## config.mk

```make
export PLATFORM = sky130hd
export DESIGN_NAME = divided_pwm
export DESIGN_NICKNAME = d
export VERILOG_FILES = /design/src/pwm_pkg.sv /design/src/divided_pwm.sv /design/src/code_filter.sv
export SDC_FILE = /design/constraint.sdc
export NUM_CORES = 1
export LEC_CHECK = 0
export ABC_CLOCK_PERIOD_IN_PS = 2800
export BUFFER_PORTS_ARGS = -buffer_cell sky130_fd_sc_hd__buf_2
export CAP_MARGIN = 10
export CORE_ASPECT_RATIO = 0.7
export CORE_MARGIN = 2
export CORE_UTILIZATION = 50
export DETAILED_ROUTE_END_ITERATION = 8
export MAX_ROUTING_LAYER = met4
export PLACE_DENSITY = 0.75
export SYNTH_ARGS = -nofsm -noshare
export SYNTH_HDL_FRONTEND = slang
export SYNTH_SLANG_ARGS = --single-unit
```

## constraint.sdc

```tcl
create_clock -name i_clock -period 2.8 [get_ports i_clock]
set_clock_uncertainty 0.05 [all_clocks]
set_input_delay 0 -clock i_clock [delete_from_list [all_inputs] [get_ports i_clock]]
set_output_delay 0 -clock i_clock [all_outputs]
set_load 0.02 [all_outputs]
```

## src/pwm_pkg.sv

```systemverilog
// package: constants and carrier types for the divided pwm generator
package pwm_pkg;
   localparam int CODE_W = 4;
   localparam int DUTY_W = 8;
   localparam int PRESC_W = 14;
   localparam int INV_BIT = 3;
   localparam int START_TICKS = 500;
   localparam int FILTER_TICKS = 16;
   localparam logic [PRESC_W-1:0] PRESC_ZERO = 14'h0000;
   localparam logic [DUTY_W-1:0] DUTY_ZERO = 8'h00;
   localparam logic [DUTY_W-1:0] DUTY_FULL = 8'hFF;
   localparam logic [DUTY_W-1:0] DUTY_LO_OFS = 8'h1A;
   localparam logic [DUTY_W-1:0] DUTY_HI_OFS = 8'hE6;
   localparam logic [DUTY_W-1:0] CLAMP_LO = 8'h0D;
   localparam logic [DUTY_W-1:0] CLAMP_HI = 8'hF2;
   localparam logic [2:0] RATIO_MAX = 3'h7;
   localparam logic [1:0] RATIO_STEP = 2'h2;
   localparam logic [2:0] VARIANT_FULL = 3'h0;
   localparam logic [2:0] VARIANT_BOTH = 3'h1;
   localparam logic [2:0] VARIANT_HIGH = 3'h2;
   localparam logic [2:0] VARIANT_LOW = 3'h3;
   typedef enum logic [1:0] {ST_START = 2'b00, ST_RUN = 2'b01} run_state_t;
   typedef struct packed {
      logic invert;
      logic [2:0] ratio_exp;
   } sel_t;
endpackage

```

## src/divided_pwm.sv

```systemverilog
// top: divided pwm generator with selectable ratio, clamps and polarity
`timescale 1ns/1ns
// Function
// - the 4-bit selector code alone picks division ratio and polarity
// - selector top bit set inverts the pwm wave before the output
// - output period is 256 times ratio master periods, ratio 1 to 64
// - codes 0..7 non-inverted, ratio four times larger per code, back to 1 at code 4
// - codes 8..15 inverted, ratio mirrored, 64 down to 1 over codes 8..11 and again over 12..15
// - master tick rate is at most 1MHz, set externally
// - duty follows modulation level linearly across the middle range
// - outside range duty clamps at 5%/95% or stops, by variant
// - oscillation stops when the programming current is too low
// - output low for 500 master periods after reset, then first pulse correct
// - new code adopted only after filter says stable, no glitches
// - unclamped ends stop oscillation, output held low or high
module divided_pwm
   import pwm_pkg::*;
#(
   parameter logic [2:0] VARIANT = VARIANT_FULL,
   parameter int START_CNT = START_TICKS,
   parameter int FILTER_CNT = FILTER_TICKS
) (
   // clock and reset
   input wire logic i_clock,
   input wire logic i_rst_n,
   // master oscillator tick, one-cycle enable, at most 1MHz
   input wire logic i_master_tick,
   // programming current adequate; low stops oscillation
   input wire logic i_current_ok,
   // settings
   input wire logic [CODE_W-1:0] i_ratio_selector_code,
   input wire logic [DUTY_W-1:0] i_duty_control_input,
   // pwm output and status
   output logic o_pwm,
   output logic o_running,
   output logic [CODE_W-1:0] o_active_code
);
   logic rst_s1_reg, rst_s2_reg, rst;
   logic [CODE_W-1:0] code_filt;
   sel_t sel;
   run_state_t state_reg, state_next;
   logic [9:0] start_reg, start_next;
   logic [PRESC_W-1:0] presc_reg, presc_next;
   logic [DUTY_W-1:0] phase_reg, phase_next, thr_reg, thr_next, thr_calc;
   logic [CODE_W-1:0] code_reg, code_next;
   logic pwm_reg, pwm_next, run_reg, run_next;
   logic step, wrap, raw;

   // reset release through two flops so deassertion is clean
   always_ff @(posedge i_clock or negedge i_rst_n) begin
      if (!i_rst_n) begin
         rst_s1_reg <= 1'b0;
         rst_s2_reg <= 1'b0;
      end else begin
         rst_s1_reg <= 1'b1;
         rst_s2_reg <= rst_s1_reg;
      end
   end
   assign rst = !rst_s2_reg;

   code_filter #(.HOLD(FILTER_CNT)) u_filter (
      .i_clock(i_clock),
      .i_rst(rst),
      .i_tick(i_master_tick),
      .i_code(i_ratio_selector_code),
      .i_load(state_reg == ST_START),
      .o_code(code_filt)
   );

   // decode: top bit is polarity, ratio exponent mirrored for inverted codes
   always_comb begin
      sel.invert = code_reg[INV_BIT];
      sel.ratio_exp = code_reg[INV_BIT] ? (RATIO_MAX - code_reg[2:0]) : code_reg[2:0];
   end

   // one step of the duty counter every 4^(exp mod 4) master ticks, the shift amount product being 3 bits wide
   assign step = i_master_tick && i_current_ok &&
      (presc_reg == PRESC_ZERO);
   assign wrap = step && (phase_reg == DUTY_FULL);

   // linear map with clamps; clamps come before polarity
   always_comb begin
      if (i_duty_control_input <= DUTY_LO_OFS) begin
         thr_calc = DUTY_ZERO;
      end else if (i_duty_control_input >= DUTY_HI_OFS) begin
         thr_calc = DUTY_FULL;
      end else begin
         thr_calc = 8'((10'(i_duty_control_input - DUTY_LO_OFS) * 10'd5) >> 2);
      end
      if ((VARIANT == VARIANT_BOTH || VARIANT == VARIANT_LOW) && thr_calc < CLAMP_LO) begin
         thr_calc = CLAMP_LO;
      end
      if ((VARIANT == VARIANT_BOTH || VARIANT == VARIANT_HIGH) && thr_calc > CLAMP_HI) begin
         thr_calc = CLAMP_HI;
      end
   end

   // compare count against threshold; full threshold means always high
   assign raw = (thr_reg == DUTY_FULL) ? 1'b1 : (phase_reg < thr_reg);

   always_comb begin
      state_next = state_reg;
      start_next = start_reg;
      presc_next = presc_reg;
      phase_next = phase_reg;
      thr_next = thr_reg;
      code_next = code_reg;
      pwm_next = pwm_reg;
      run_next = run_reg;
      case (state_reg)
         ST_START: begin
            pwm_next = 1'b0;
            code_next = code_filt;
            thr_next = thr_calc;
            presc_next = PRESC_ZERO;
            phase_next = DUTY_ZERO;
            if (i_master_tick) begin
               if (start_reg == 10'(START_CNT - 1)) begin
                  state_next = ST_RUN;
                  run_next = 1'b1;
               end else begin
                  start_next = start_reg + 10'h001;
               end
            end
         end
         ST_RUN: begin
            if (i_master_tick && i_current_ok) begin
               if (presc_reg == PRESC_ZERO) begin
                  presc_next = PRESC_W'((15'h0001 << (RATIO_STEP * sel.ratio_exp)) - 15'h0001);
               end else begin
                  presc_next = presc_reg - 14'h0001;
               end
            end
            if (step) begin
               phase_next = phase_reg + 8'h01;
            end
            if (wrap) begin
               thr_next = thr_calc;
               code_next = code_filt;
            end
            pwm_next = raw ^ sel.invert;
         end
         default: begin
            state_next = ST_START;
         end
      endcase
   end

   always_ff @(posedge i_clock or posedge rst) begin
      if (rst) begin
         state_reg <= ST_START;
         start_reg <= 10'h000;
         presc_reg <= PRESC_ZERO;
         phase_reg <= DUTY_ZERO;
         thr_reg <= DUTY_ZERO;
         code_reg <= 4'h0;
         pwm_reg <= 1'b0;
         run_reg <= 1'b0;
      end else begin
         state_reg <= state_next;
         start_reg <= start_next;
         presc_reg <= presc_next;
         phase_reg <= phase_next;
         thr_reg <= thr_next;
         code_reg <= code_next;
         pwm_reg <= pwm_next;
         run_reg <= run_next;
      end
   end

   // status copies the registered run flag and adopted code
   assign o_pwm = pwm_reg;
   assign o_running = run_reg;
   assign o_active_code = code_reg;
endmodule

```

## src/code_filter.sv

```systemverilog
// stability filter that adopts a new selector code only once it has held
`timescale 1ns/1ns
module code_filter
   import pwm_pkg::*;
#(
   parameter int HOLD = FILTER_TICKS
) (
   // clock and reset
   input wire logic i_clock,
   input wire logic i_rst,
   // sampling
   input wire logic i_tick,
   input wire logic [CODE_W-1:0] i_code,
   input wire logic i_load,
   // filtered code
   output logic [CODE_W-1:0] o_code
);
   logic [CODE_W-1:0] cand_reg, cand_next, code_reg, code_next;
   logic [7:0] cnt_reg, cnt_next;

   // candidate must hold for the whole window, so a sweeping level never lands mid-way
   always_comb begin
      cand_next = cand_reg;
      cnt_next = cnt_reg;
      code_next = code_reg;
      if (i_load) begin
         code_next = i_code;
         cand_next = i_code;
         cnt_next = 8'h00;
      end else if (i_tick) begin
         if (i_code != cand_reg) begin
            cand_next = i_code;
            cnt_next = 8'h00;
         end else if (cnt_reg < 8'(HOLD)) begin
            cnt_next = cnt_reg + 8'h01;
         end else begin
            code_next = cand_reg;
         end
      end
   end

   always_ff @(posedge i_clock or posedge i_rst) begin
      if (i_rst) begin
         cand_reg <= 4'h0;
         code_reg <= 4'h0;
         cnt_reg <= 8'h00;
      end else begin
         cand_reg <= cand_next;
         code_reg <= code_next;
         cnt_reg <= cnt_next;
      end
   end

   assign o_code = code_reg;
endmodule

```

==> results by group <==
Die
  • Die W: 109.7 um
  • CORE AREA: 7450 sq um
  • Die area: 8550 sq um
  • Row count: 26
  • Starting Density: 52.45%
  • Die H: 77.97 um
  • Number of I/O pins: 22

Timing
  • F_max: 0.4064 GHz
  • Unrepaired setup endpoints after global routing: false
  • # setup viols final: 0
  • Final hold slack: 0.04750 ns
  • Crit path time final: 2.461 ns
  • Post-Route Setup TNS: 0 ns
  • Max-slew headroom: 50.43%
  • PnR worst setup slack: 0.3393 ns
  • Slew of the pin with the lowest slew margin: 0.7248 ns
  • Final period util: 87.88%
  • Final Hold Viols: 0
  • Final Max Slew Viols: 0

Clock tree
  • CTS buffer count: 9
  • H-tree depth: 3
  • TritonCTS clock tree: done
  • Hold-fix buffers, CTS: 7
  • Worst skew pair latency: 0.34 ns
  • Clock Sink Count: 65
  • # resized after CTS: 0
  • Post-CTS setup buffer count: 0
  • Clock-pin slew on the worst setup and hold paths: 0.07 ns
  • Maximum root-to-sink buffer count: 2
  • Root buf cell: clkbuf_8

Synth
  • EDFF count, synth: 0
  • Synth Flop Type: dfrtp_1
  • Synth Instances: 398
  • Synth top area share: 41.63%
  • Synth top area cells: dfrtp_1, ha_1, xnor2_1
  • Avg Inst Size Synth: 9.818 sq um
  • Area leader, netlist: dfrtp_1
  • Mapped Nets: 441
  • Register area share after synthesis: 41.63%
  • Netlist Area Pre-Place: 3907 sq um
  • Unique masters post-synth: 57
  • Flops & latches, synth: 65
  • YS warnings: 0
  • Async SR Flop Fraction: 100.0%

Placement
  • # placed instances: 513
  • Place WS: 0.02983 ns
  • Buffers on Ports: 21
  • Post-DP HPWL: 5662 um
  • Final GP Congestion: 0.8760
  • DP Area: 4129 sq um

Global route
  • Initial antenna violation count: 0
  • Global-route usage over all layers: 20.54%
  • Largest net degree at the start of global routing: 30
  • Grt total ovfl: 0
  • Met3 Usage GRT: 4.538%
  • Global-route wire length before repair: 13390 um
  • Global Route met2 Usage: 30.74%
  • Grt met1 use: 28.47%
  • Gr busiest metal: met2
  • Vias in the first global route: 2874

Setup path
  • Crit-path slowest cell: fa_1
  • CP Data Required Time: 2.96 ns
  • Beginning of the critical path: i_duty_control_input[1]
  • Crit. End Element: flip-flop
  • Slowest Stage Delay on Critical Path: 0.45 ns
  • Worst path most repeated cell: ha_1
  • Crit path launch type: input port
  • Peak fanout along the critical path: 6
  • Crit-path cells: buf_2 -> inv_1 -> ha_1 -> xnor2_1 -> ha_1 -> ha_1 -> fa_1 -> a211oi_1 -> o21bai_1 -> a21oi_1 -> xnor3_1 -> nor2_1 -> o22ai_2
  • Logic depth of the worst path, buffers included: 13
  • Critical path's top delay family: adder cells
  • Buf/Inv on CP: 2
  • Crit Reg-Reg Startpoint: presc_reg[9]
  • Crit path DAT: 2.62 ns
  • Crit Path Category: input port to flip-flop
  • Reg2reg path depth: 9

Layout
  • Fin cells: 536
  • Area of the multi-input gates: 2180 sq um
  • Max reg flops: 14
  • Finished Cell Area: 4442 sq um
  • Area delta synth->final: 13.67%
  • Fin util: 59.62%
  • Register area: 1628 sq um
  • N_diodes: 0
  • Layout fillers: 608
  • Share of cells above drive strength 1: 15.75%
  • Final nets: 476

Routing
  • DR iter-0 viols: 227
  • DR DRC count: 0
  • ANT nets after route: 0
  • Pre-Repair DR Iteration Count: 4
  • WL/cell: 14.49 um
  • Via count: 2965
  • Routed wire length: 7768 um
  • Vias per Instance: 5.532

Job
  • Maxcap violations: 0

Power
  • LEAKAGE: 2.080 nW
  • Worst VDD drop: 369.1 uV
  • PwrDens: 587.5 nW/um^2
  • Power Total: 2.609 mW

Worst hold path
  • Hold Path Class: input port to flip-flop
  • Hold depth: 4
  • Hold_sp: i_duty_control_input[0]

Status
  • Outcome: complete, no violations
worst paths after layout:
| path | slack (ns) | to |
|---|---|---|
| max reg2reg | 0.34 | presc_reg[4] |
| max | 0.34 | thr_reg[7] |
| max in group asynchronous | 1.88 | phase_reg[2] |
| min in group asynchronous | 0.12 | u_filter.cnt_reg[4] |
| min reg2reg | 0.12 | u_filter.cnt_reg[4] |
| min | 0.05 | thr_reg[0] |
per-layer routing:
| metal | part of all wire (%) | vias to the layer above |
|---|---|---|
| met5 | 0 | - |
| met3 | 3.8 | 8 |
| met1 | 49 | 1429 |
| met4 | 0.93 | 0 |
| met2 | 47 | 56 |
| li1 | - | 1472 |
power by group:
group / leakage [nW] / total (mW) / switching, mW / internal [mW]
clock: 0.117 / 0.968 / 0.371 / 0.596
combinational: 1.12 / 0.509 / 0.268 / 0.241
sequential: 0.845 / 1.13 / 0.0930 / 1.04
synth_stat cells (3+ instances only):
cell type and n:
mux2_2 7, and4_1 3, xor2_1 15, o211ai_1 5
and3_1 5, ha_1 26, dfrtp_1 65, nand4_1 12
nor2b_1 7, o22ai_2 4, o21ai_0 12, a211oi_1 4
nand2_1 44, a21o_1 6, o21bai_1 3, nand2b_1 3
nor3_1 4, nand3_1 11, and2_1 8, a21oi_1 14
nor2_1 37, mux2i_1 6, clkbuf_1 5, inv_1 15
nor3_2 5, a31oi_1 5, buf_2 3, o21ai_1 9
xnor2_1 23
worst min-delay path: stages:
cell and delay, ns:
buf_2 0.09, ha_1 0.12, o21ai_0 0.08, o21ai_1 0.11
layout by cell type, fill, tap and decap left out, types with 2 or more instances in the layout:
| master | count |
|---|---|
| a21oi_1 | 14 |
| bufinv_16 | 3 |
| a21o_1 | 6 |
| xor2_1 | 15 |
| o22ai_2 | 4 |
| or2_2 | 2 |
| nand2b_1 | 3 |
| and2_1 | 8 |
| xnor2_1 | 23 |
| a31oi_1 | 5 |
| nor2_1 | 37 |
| dlygate4sd3_1 | 7 |
| o21ai_1 | 9 |
| nor3_1 | 4 |
| and3_1 | 5 |
| a211oi_1 | 4 |
| o211a_1 | 2 |
| o21ai_0 | 12 |
| ha_1 | 26 |
| nand2_1 | 44 |
| clkbuf_8 | 9 |
| nor2b_1 | 7 |
| buf_2 | 21 |
| and4_1 | 3 |
| o211ai_1 | 5 |
| buf_4 | 5 |
| inv_1 | 15 |
| nand3_1 | 11 |
| dfrtp_1 | 64 |
| nand4_1 | 12 |
| mux2i_1 | 6 |
| nor3_2 | 5 |
| mux2_2 | 7 |
| nor3b_1 | 2 |
| o21bai_1 | 3 |
| nor4_2 | 2 |
logic make-up after synthesis:
family / count (synthesis) / share of synthesized area, %
other cells: 1 / 0.09597
mux: 14 / 3.843
xor+xnor: 39 / 9.094
fa+ha+maj: 27 / 8.838
compound gates: 74 / 12.71
buf+inv: 24 / 2.593
flops: 65 / 41.63
simple gates: 154 / 21.20
area by class of cell:
class / instances / area share, %
clock buffer: 10 / 2.873
inverter: 15 / 1.268
tap: 98 / 2.761
multi-input combinational: 309 / 49.07
timing repair buffer: 33 / 4.789
sequential: 65 / 36.65
clock inverter: 6 / 2.592
Power figures use the tool's default switching activity.
